[src/verilog/cmpc_defines.svh]
`ifndef CMPC_DEFINES_SVH
`define CMPC_DEFINES_SVH

// Register byte offsets
`define CMPC_OFS_SFIO     8'h00
`define CMPC_OFS_CSR      8'h04
`define CMPC_OFS_IRQ_STAT 8'h08
`define CMPC_OFS_IRQ_MASK 8'h0C
`define CMPC_OFS_MASK     8'hFC

// Special function register fields
`define CMPC_SF_TRIG_HI   7
`define CMPC_SF_TRIG_LO   5
`define CMPC_SF_UNUSED    4
`define CMPC_SF_MUXEN     3
`define CMPC_SF_PULLDIS   2
`define CMPC_SF_PSR_B     1
`define CMPC_SF_PSR_A     0
`define CMPC_SF_RESET     8'h00

// Comparator control and status fields
`define CMPC_CS_DISABLE   7
`define CMPC_CS_BANDGAP   6
`define CMPC_CS_OUT       5
`define CMPC_CS_FLAG      4
`define CMPC_CS_IRQEN     3
`define CMPC_CS_CAPEN     2
`define CMPC_CS_MODE_HI   1
`define CMPC_CS_MODE_LO   0

// Interrupt status and mask fields
`define CMPC_IRQ_EVENT    0
`define CMPC_IRQ_CHANGE   1
`define CMPC_IRQ_W        2
`define CMPC_IRQ_RESET    2'h0

`define CMPC_CHANNELS     8
`define CMPC_RESP_OKAY    2'h0
`define CMPC_RESP_SLVERR  2'h2

`endif

[src/verilog/cmpc_pkg.sv]
`default_nettype none
package cmpc_pkg;
   typedef enum logic [1:0]
   {
      CMPC_MODE_TOGGLE,
      CMPC_MODE_RSVD,
      CMPC_MODE_FALL,
      CMPC_MODE_RISE
   } cmpc_mode_t;
endpackage : cmpc_pkg
`default_nettype wire

[src/verilog/cmpc_sync_edge.sv]
`timescale 1ns/1ps
`default_nettype none
module cmpc_sync_edge
(
   input  wire logic aclk,
   input  wire logic aresetn,
   input  wire logic async_in,
   output logic      sync_out,
   output logic      rise,
   output logic      fall
);
   logic meta_r;
   logic sync_r;
   logic prev_r;

   // First stage feeds only the second
   always_ff @(posedge aclk)
   begin
      if (!aresetn)
      begin
         meta_r <= 1'b0;
         sync_r <= 1'b0;
      end
      else
      begin
         meta_r <= async_in;
         sync_r <= meta_r;
      end
   end

   always_ff @(posedge aclk)
   begin
      if (!aresetn)
         prev_r <= 1'b0;
      else
         prev_r <= sync_r;
   end

   assign sync_out = sync_r;
   assign rise     = sync_r & ~prev_r;
   assign fall     = ~sync_r & prev_r;
endmodule : cmpc_sync_edge
`default_nettype wire

[src/verilog/cmpc_top.sv]
`timescale 1ns/1ps
`default_nettype none
`include "cmpc_defines.svh"
module cmpc_top
#(
   parameter int CHANNELS = `CMPC_CHANNELS
)
(
   input  wire logic                aclk,
   input  wire logic                aresetn,
   input  wire logic [7:0]          s_axi_awaddr,
   input  wire logic [2:0]          s_axi_awprot,
   input  wire logic                s_axi_awvalid,
   output logic                     s_axi_awready,
   input  wire logic [31:0]         s_axi_wdata,
   input  wire logic [3:0]          s_axi_wstrb,
   input  wire logic                s_axi_wvalid,
   output logic                     s_axi_wready,
   output logic [1:0]               s_axi_bresp,
   output logic                     s_axi_bvalid,
   input  wire logic                s_axi_bready,
   input  wire logic [7:0]          s_axi_araddr,
   input  wire logic [2:0]          s_axi_arprot,
   input  wire logic                s_axi_arvalid,
   output logic                     s_axi_arready,
   output logic [31:0]              s_axi_rdata,
   output logic [1:0]               s_axi_rresp,
   output logic                     s_axi_rvalid,
   input  wire logic                s_axi_rready,
   input  wire logic                comparator_raw,
   input  wire logic                adc_enable_bit,
   input  wire logic [2:0]          neg_input_select,
   input  wire logic                global_irq_enable,
   input  wire logic                irq_vector_ack,
   output logic                     comparator_power_off,
   output logic                     pos_bandgap_sel,
   output logic                     neg_pin_sel,
   output logic [CHANNELS-1:0]      neg_channel_sel,
   output logic                     capture_trigger,
   output logic                     comparator_irq_req,
   output logic                     irq
);
   logic [7:0]            sfio_r;
   logic [7:0]            csr_r;
   logic                  flag_r;
   logic [`CMPC_IRQ_W-1:0] istat_r;
   logic [`CMPC_IRQ_W-1:0] imask_r;
   logic                  pwr_off_r;
   logic                  bandgap_r;
   logic                  neg_pin_r;
   logic [CHANNELS-1:0]   chan_r;
   logic                  capture_r;
   logic                  aw_held_r;
   logic                  w_held_r;
   logic [7:0]            waddr_r;
   logic [31:0]           wdata_r;
   logic [3:0]            wstrb_r;
   logic                  bvalid_r;
   logic [1:0]            bresp_r;
   logic                  rvalid_r;
   logic [1:0]            rresp_r;
   logic [31:0]           rdata_r;
   logic                  cmp_sync;
   logic                  cmp_rise;
   logic                  cmp_fall;
   logic                  cmp_event;
   logic                  use_mux;
   logic                  wr_go;
   logic                  wr_lane0;
   logic [7:0]            wr_ofs;
   logic [7:0]            rd_ofs;
   logic [7:0]            csr_rd;
   cmpc_pkg::cmpc_mode_t  mode;

   cmpc_sync_edge u_sync
   (
      .aclk     (aclk),
      .aresetn  (aresetn),
      .async_in (comparator_raw),
      .sync_out (cmp_sync),
      .rise     (cmp_rise),
      .fall     (cmp_fall)
   );

   assign mode = cmpc_pkg::cmpc_mode_t'(csr_r[`CMPC_CS_MODE_HI:`CMPC_CS_MODE_LO]);

   // Mode change glitches are left to software, which masks first
   always_comb
   begin
      unique case (mode)
         cmpc_pkg::CMPC_MODE_TOGGLE: cmp_event = cmp_rise | cmp_fall;
         cmpc_pkg::CMPC_MODE_FALL:   cmp_event = cmp_fall;
         cmpc_pkg::CMPC_MODE_RISE:   cmp_event = cmp_rise;
         cmpc_pkg::CMPC_MODE_RSVD:   cmp_event = 1'b0;
      endcase
   end

   // Write channel: address and data taken in either order
   assign s_axi_awready = !aw_held_r && !bvalid_r;
   assign s_axi_wready  = !w_held_r && !bvalid_r;
   assign wr_go         = aw_held_r && w_held_r && !bvalid_r;
   assign wr_ofs        = waddr_r & `CMPC_OFS_MASK;
   assign wr_lane0      = wr_go && wstrb_r[0];

   always_ff @(posedge aclk)
   begin
      if (!aresetn)
      begin
         aw_held_r <= 1'b0;
         waddr_r   <= 8'h00;
      end
      else if (s_axi_awvalid && s_axi_awready)
      begin
         aw_held_r <= 1'b1;
         waddr_r   <= s_axi_awaddr;
      end
      else if (wr_go)
         aw_held_r <= 1'b0;
   end

   always_ff @(posedge aclk)
   begin
      if (!aresetn)
      begin
         w_held_r <= 1'b0;
         wdata_r  <= 32'h0000_0000;
         wstrb_r  <= 4'h0;
      end
      else if (s_axi_wvalid && s_axi_wready)
      begin
         w_held_r <= 1'b1;
         wdata_r  <= s_axi_wdata;
         wstrb_r  <= s_axi_wstrb;
      end
      else if (wr_go)
         w_held_r <= 1'b0;
   end

   always_ff @(posedge aclk)
   begin
      if (!aresetn)
      begin
         bvalid_r <= 1'b0;
         bresp_r  <= `CMPC_RESP_OKAY;
      end
      else if (wr_go)
      begin
         bvalid_r <= 1'b1;
         unique case (wr_ofs)
            `CMPC_OFS_SFIO, `CMPC_OFS_CSR, `CMPC_OFS_IRQ_STAT, `CMPC_OFS_IRQ_MASK:
               bresp_r <= `CMPC_RESP_OKAY;
            default:
               bresp_r <= `CMPC_RESP_SLVERR;
         endcase
      end
      else if (s_axi_bready)
         bvalid_r <= 1'b0;
   end

   assign s_axi_bvalid = bvalid_r;
   assign s_axi_bresp  = bresp_r;

   // Bit four stays zero; other bits plain storage
   always_ff @(posedge aclk)
   begin
      if (!aresetn)
         sfio_r <= `CMPC_SF_RESET;
      else if (wr_lane0 && wr_ofs == `CMPC_OFS_SFIO)
      begin
         sfio_r                 <= wdata_r[7:0];
         sfio_r[`CMPC_SF_UNUSED] <= 1'b0;
      end
   end

   // Output and flag bits of csr_r are unused; they live elsewhere
   always_ff @(posedge aclk)
   begin
      if (!aresetn)
         csr_r <= 8'h00;
      else if (wr_lane0 && wr_ofs == `CMPC_OFS_CSR)
      begin
         csr_r                <= wdata_r[7:0];
         csr_r[`CMPC_CS_OUT]  <= 1'b0;
         csr_r[`CMPC_CS_FLAG] <= 1'b0;
      end
   end

   // Set wins over both clears so no event is lost
   always_ff @(posedge aclk)
   begin
      if (!aresetn)
         flag_r <= 1'b0;
      else if (cmp_event)
         flag_r <= 1'b1;
      else if (irq_vector_ack)
         flag_r <= 1'b0;
      else if (wr_lane0 && wr_ofs == `CMPC_OFS_CSR && wdata_r[`CMPC_CS_FLAG])
         flag_r <= 1'b0;
   end

   always_ff @(posedge aclk)
   begin
      if (!aresetn)
         istat_r <= `CMPC_IRQ_RESET;
      else
      begin
         for (int i = 0; i < `CMPC_IRQ_W; i++)
         begin
            if ((i == `CMPC_IRQ_EVENT && cmp_event) ||
                (i == `CMPC_IRQ_CHANGE && (cmp_rise || cmp_fall)))
               istat_r[i] <= 1'b1;
            else if (wr_lane0 && wr_ofs == `CMPC_OFS_IRQ_STAT && wdata_r[i])
               istat_r[i] <= 1'b0;
         end
      end
   end

   always_ff @(posedge aclk)
   begin
      if (!aresetn)
         imask_r <= `CMPC_IRQ_RESET;
      else if (wr_lane0 && wr_ofs == `CMPC_OFS_IRQ_MASK)
         imask_r <= wdata_r[`CMPC_IRQ_W-1:0];
   end

   assign irq = |(istat_r & imask_r);
   assign comparator_irq_req = flag_r && csr_r[`CMPC_CS_IRQEN] && global_irq_enable;

   // Analog selects registered to keep the switches glitch free
   assign use_mux = sfio_r[`CMPC_SF_MUXEN] && !adc_enable_bit;

   always_ff @(posedge aclk)
   begin
      if (!aresetn)
      begin
         pwr_off_r <= 1'b0;
         bandgap_r <= 1'b0;
         neg_pin_r <= 1'b1;
         capture_r <= 1'b0;
      end
      else
      begin
         pwr_off_r <= csr_r[`CMPC_CS_DISABLE];
         bandgap_r <= csr_r[`CMPC_CS_BANDGAP];
         neg_pin_r <= !use_mux;
         capture_r <= csr_r[`CMPC_CS_CAPEN] && cmp_sync;
      end
   end

   for (genvar c = 0; c < CHANNELS; c++)
   begin : g_chan
      always_ff @(posedge aclk)
      begin
         if (!aresetn)
            chan_r[c] <= 1'b0;
         else
            chan_r[c] <= use_mux && (neg_input_select == 3'(c));
      end
   end

   assign comparator_power_off = pwr_off_r;
   assign pos_bandgap_sel      = bandgap_r;
   assign neg_pin_sel          = neg_pin_r;
   assign neg_channel_sel      = chan_r;
   assign capture_trigger      = capture_r;

   // Read channel: one outstanding read, answer one cycle after address
   assign s_axi_arready = !rvalid_r;
   assign rd_ofs        = s_axi_araddr & `CMPC_OFS_MASK;

   always_comb
   begin
      csr_rd               = csr_r;
      csr_rd[`CMPC_CS_OUT]  = cmp_sync;
      csr_rd[`CMPC_CS_FLAG] = flag_r;
   end

   always_ff @(posedge aclk)
   begin
      if (!aresetn)
      begin
         rvalid_r <= 1'b0;
         rresp_r  <= `CMPC_RESP_OKAY;
         rdata_r  <= 32'h0000_0000;
      end
      else if (s_axi_arvalid && s_axi_arready)
      begin
         rvalid_r <= 1'b1;
         rresp_r  <= `CMPC_RESP_OKAY;
         rdata_r  <= 32'h0000_0000;
         unique case (rd_ofs)
            `CMPC_OFS_SFIO:     rdata_r[7:0] <= sfio_r;
            `CMPC_OFS_CSR:      rdata_r[7:0] <= csr_rd;
            `CMPC_OFS_IRQ_STAT: rdata_r[`CMPC_IRQ_W-1:0] <= istat_r;
            `CMPC_OFS_IRQ_MASK: rdata_r[`CMPC_IRQ_W-1:0] <= imask_r;
            default:            rresp_r <= `CMPC_RESP_SLVERR;
         endcase
      end
      else if (s_axi_rready)
         rvalid_r <= 1'b0;
   end

   assign s_axi_rvalid = rvalid_r;
   assign s_axi_rresp  = rresp_r;
   assign s_axi_rdata  = rdata_r;
endmodule : cmpc_top
`default_nettype wire

[config.mk]
export PLATFORM = sky130hd
export DESIGN_NAME = cmpc_top
export DESIGN_NICKNAME = d
export VERILOG_FILES = /design/src/verilog/cmpc_pkg.sv /design/src/verilog/cmpc_sync_edge.sv /design/src/verilog/cmpc_top.sv
export VERILOG_INCLUDE_DIRS = /design/src /design/src/verilog
export SDC_FILE = /design/constraint.sdc
export NUM_CORES = 1
export LEC_CHECK = 0
export ABC_CLOCK_PERIOD_IN_PS = 2100
export BUFFER_PORTS_ARGS = -buffer_cell sky130_fd_sc_hd__buf_4
export CAP_MARGIN = 20
export CORE_UTILIZATION = 46
export DETAILED_ROUTE_END_ITERATION = 8
export GPL_ROUTABILITY_DRIVEN = 0
export GPL_TIMING_DRIVEN = 1
export PLACE_DENSITY = 0.8
export REMOVE_ABC_BUFFERS = 1
export SKIP_CTS_REPAIR_TIMING = 1
export SYNTH_ARGS = -nofsm -noshare
export SYNTH_HDL_FRONTEND = slang
export SYNTH_HIERARCHICAL = 1
export SYNTH_SLANG_ARGS = --single-unit
[constraint.sdc]
create_clock -name aclk -period 2.1 [get_ports aclk]
set_clock_uncertainty 0.05 [all_clocks]
set_input_delay 0.21 -clock aclk [delete_from_list [all_inputs] [get_ports aclk]]
set_output_delay 0.21 -clock aclk [all_outputs]
set_load 0.01 [all_outputs]
# Word level (Yosys, flattened, before mapping)

Cells that the tools add are included.
W data, S select, Z words.

Flip-flop bits (word level): 66
Output and inout port bits: 55
Word-level logic and storage cells: 120

Eq/ne operators: 16
Mux-type cells: 19
Bitwise operators: 6
Reductions and logical operators: 48

Operators with widths:

| operator             | number |
|---|---|
| $logic_and A1 B1 Y1  | 27 |
| $eq A6 B2 Y1 const B | 4 |
| $logic_not A8 Y1     | 2 |
| $mux W1              | 14 |
| $eq A3 B3 Y1 const B | 4 |
| $eq A6 B1 Y1 const B | 2 |
| $pmux W6 S2          | 1 |
| $reduce_bool A2 Y1   | 6 |
| $pmux W2 S4          | 1 |
| $reduce_or A4 Y1     | 2 |
| $eq A3 B2 Y1 const B | 2 |
| $logic_not A1 Y1     | 6 |
| $eq A2 B2 Y1 const B | 2 |
| $mux W2              | 2 |
| $pmux W1 S4          | 1 |
| $eq A3 B1 Y1 const B | 1 |
| $logic_not A3 Y1     | 1 |
| $reduce_bool A3 Y1   | 1 |
| $and A1 B1 Y1        | 2 |
| $and A2 B2 Y2        | 1 |
| $eq A2 B1 Y1 const B | 1 |
| $logic_not A2 Y1     | 1 |
| $not A1 Y1           | 2 |
| $reduce_or A2 Y1     | 1 |
| other kinds (2)      | 2 |

# Depth between registers and ports, before layout

Word-level depth: 8
Depth in mapped cells: 5

# By module

The synthesis kept the hierarchy.

Modules (own cells, without submodules):

| module         | instances | cells an instance | area each (um2) |
|---|---|---|---|
| cmpc_top       | 1         | 263               | 2506.2 |
| cmpc_sync_edge | 1         | 8                 | 91.3 |

# Least setup slack after synthesis

OpenSTA, ideal clock, no wires.

Kind: reg2reg
Start point: register waddr_r[7]
End point: register sfio_r[0]
Library setup time: 0.119 ns
Arrival time: 1.607 ns
Required time: 1.931 ns
Path slack: 0.324 ns
Cell stages (with the launch flop): 6
Clock period less this slack: 1.776 ns
Path through: dfxtp_1 or4_1 buf_2 or4_4 buf_6 mux2i_1

Word-level cells in the longest chain between the ends: 2

Ends and longest elaborated chain:

| item                          | RTL line        | RTL |
|---|---|---|
| start: declaration            | cmpc_top.sv:55  | `logic [7:0] waddr_r;` |
| start signal: assignment      | cmpc_top.sv:115 | `waddr_r <= s_axi_awaddr;` |
| $logic_not A8 Y1              | n/a             |  |
| $logic_and A1 B1 Y1 (no line) | n/a             |  |
| end signal: assignment        | cmpc_top.sv:167 | `` sfio_r <= `CMPC_SF_RESET; `` |
| end signal: assignment        | cmpc_top.sv:170 | `sfio_r <= wdata_r[7:0];` |
| end: declaration              | cmpc_top.sv:43  | `logic [7:0] sfio_r;` |

Every way passes these cells.
A chain may end at the register's enable or synchronous reset.

# Worst setup path after layout

Start point: register waddr_r[7]
End point: register sfio_r[5]

Same word-level chain as after synthesis.

==> summary.txt <==
Power and ir drop
  – Pwr Density: between 700 and 800 nW/um2
  – Worst vdd rail ir drop: about 0.00029 V
  – Leak: between 1 and 1.5 nW

Setup path
  – Slowest stage cell on the critical path: or4_1
  – Reg2reg start: waddr_r[7]
  – Crit Path Max Fanout: 7
  – Data required time of the worst path: 2.27 ns
  – CP Class: register to register
  – CP Buf/Inv Count: 0
  – Startpoint Class: register
  – CP Data Arrival Time: approximately 2.1 ns
  – Reg2reg end: sfio_r[5]
  – CP endpoint kind: register
  – R2r setup slk: approximately 0.22 ns
  – CP delay by family, top: simple AND/OR/NAND/NOR gates
  – CP Cell Sequence: or4_1 -> or4_4 -> mux2i_1
  – R2R cell count: 3
  – Max stage delay on crit path: around 0.68 ns

Floorplanning
  – Initial Utilization: between 40% and 50%
  – Row count: 26
  – DIE HEIGHT: between 70 and 80 um
  – Core area: about 5300 um2
  – Die Wd: 77.1 um
  – # IOs: about 130
  – Die footprint: around 6000 um2

Worst hold path
  – Beginning of the worst hold path: neg_input_select[1]
  – Hold EP: neg_channel_sel[4]
  – Hold path cells: 2
  – Hold Crit Class: primary input to register

STA
  – RSZ-0062 raised after global routing: no
  – Slew Viols, Final: 0
  – Setup Viol. Count Final: 0
  – Hold Fails Final Rpt: 0
  – Period utilization: between 80% and 90%
  – Setup TNS: 0 ns
  – Worst-Margin Slew: 0.568 ns
  – Max_slew headroom: 62.2%
  – Tmin final: ~1.9 ns
  – Max Fclk: 0.531 GHz
  – Worst hold slack: roughly 0.025 ns

Final layout
  – Synthesis-to-layout area growth: 23.5%
  – Layout cells sized above 1: approximately 25%
  – Fin cells: about 400
  – Most frequent cells in the layout: 67 x buf_4, 62 x dfxtp_1, 37 x mux2i_1
  – Multi-input gate area: ~1200 um2
  – Reg area: about 1200 um2
  – Most common cell after layout, fill and taps aside: buf_4
  – Fillcell total: 462
  – Design area: between 3000 and 4000 um2
  – Final core occ: about three fifths
  – # diodes: 0
  – Total Nets Final: just over 400

Detailed routing
  – DRT iter0 DRCs: 78
  – Post-route DRC: 0
  – Routed WL per cell: between 10 and 15 um
  – Detailed-route via count: around 2000
  – Routed wire length: 4920 um
  – DR vias/cell: 4.85
  – First-pass iteration count of the detailed router: 4
  – Final ANT Viol Nets: 0

Yosys
  – Yosys reg bits: 62
  – Sequential share of the synthesized area: 47.8%
  – Distinct cells, synth: 35
  – Gate Count Post-Synth: 271
  – Syn_area_per_cell: between 9 and 10 um2
  – Synthesized area: 2600 um2
  – Syn. warnings: 6
  – Synth async-reset ratio: 0%
  – Number of synthesized flops with an enable pin: 0
  – Primary FF master, synth: dfxtp_1

Clock tree
  – Sink Count: a little over 60
  – CTS tree: yes
  – CTS Buffer Depth: 2
  – Num CTS Buffers: 9
  – Root buf cell: clkbuf_8
  – H-tree level count: 3
  – Clk_lat worst skew: around 0.33 ns
  – Worst-path clk slew: about 0.060 ns

Placement
  – Port bufs: 63
  – Final HPWL DP: ~3500 um
  – Placed Cells: 394
  – Post-DP Area: between 3000 and 4000 um2

Global route
  – First-pass GRT wire length: slightly above 8000 um
  – Total grt overflow: 0
  – Vias in the first global route: between 1500 and 2000
  – GRT Util Overall: roughly 17%
  – Maximum number of pins on one net before global-route repair: 34
  – Initial antenna violation count: 0

Flow run
  – Max cap viols: 0

Status
  – Status: complete, no violations
==> how the worst max path moves through the flow <==
stage                  from          to  slack, ns  depth (start not counted)
3_3_place_gp     waddr_r[7]   sfio_r[6]       0.24                          3
5_1_grt          waddr_r[7]   sfio_r[5]       0.15                          3
4_1_cts          waddr_r[7]   sfio_r[3]       0.20                          3
6_report         waddr_r[7]   sfio_r[5]       0.22                          3
3_5_place_dp     waddr_r[7]   sfio_r[0]       0.23                          3
2_1_floorplan  s_axi_bvalid  wdata_r[0]       0.11                          3
==> power breakdown <==
group | internal [W] | switching (W)
clock network | 0.000510 | 0.000406
registers | 0.00121 | 0.0000288
logic | 0.000113 | 0.000128
==> cells in the mapped netlist, drive strengths merged, types with 4 or more instances <==
master  instances  area, um2
dfxtp          62       1240
mux2i          37        370
nand2          33        124
buf            30        219
nor2           29        109
a21oi          10       50.1
or4            10       78.8
clkbuf          9       33.8
nand2b          9       56.3
inv             8       30.0
nor3            4       20.0
==> flip-flops by register name (all words and copies together), names as in the netlist <==
name,flops
neg_channel_sel,8
s_axi_rdata,8
wdata_r,8
sfio_r,7
csr_r,6
waddr_r,6
imask_r,2
istat_r,2
aw_held_r,1
capture_trigger,1
comparator_power_off,1
flag_r,1
neg_pin_sel,1
pos_bandgap_sel,1
s_axi_bresp,1
s_axi_bvalid,1
s_axi_rresp,1
s_axi_rvalid,1
u_sync/meta_r,1
u_sync/prev_r,1
u_sync/sync_out,1
w_held_r,1
wstrb_r,1
==> per-stage QoR <==
step	worst slack (ns)	total power, W
final	0.215	0.00240
after CTS	0.204	0.00242
after global routing	0.149	0.00251
after detailed placement	0.233	0.00151
after floorplan	0.112	0.00139
after global placement	0.239	0.00150
==> kinds of logic after synthesis <==
| logic type | after synthesis | share of synthesized area [%] |
|---|---|---|
| AOI/OAI and AO/OA | 19 | 4.87 |
| and+or+nand+nor | 102 | 20.0 |
| muxes | 39 | 16.0 |
| buffers and inverters | 47 | 10.9 |
| DFF | 62 | 47.8 |
| xor gates and xnor gates | 1 | 0.337 |
| other | 1 | 0.144 |
==> layout make-up <==
class                      instances  area share (%)
multi-input combinational        187            36.5
timing repair buffer              67            15.7
inverter                           8           0.936
sequential                        62            38.7
clock buffer                      13            5.27
clock inverter                     1           0.156
tap                               70            2.73
==> routing by layer <==
layer | vias up | track usage, % | part of all wire, %
li1 | 993 | - | -
met1 | 897 | 20.5 | 44
met2 | 82 | 27.8 | 48
met3 | 6 | 5.60 | 7.3
met4 | 0 | 9.06 | 1.3
met5 | - | 0 | 0
==> worst reg2reg max path: cells and delay by family (launching register included) <==
kind             cells  cell delay, ns
AND/OR/NAND/NOR      2            1.25
flip-flops           1            0.31
multiplexers         1            0.16
(Power assumes the default switching activity.)
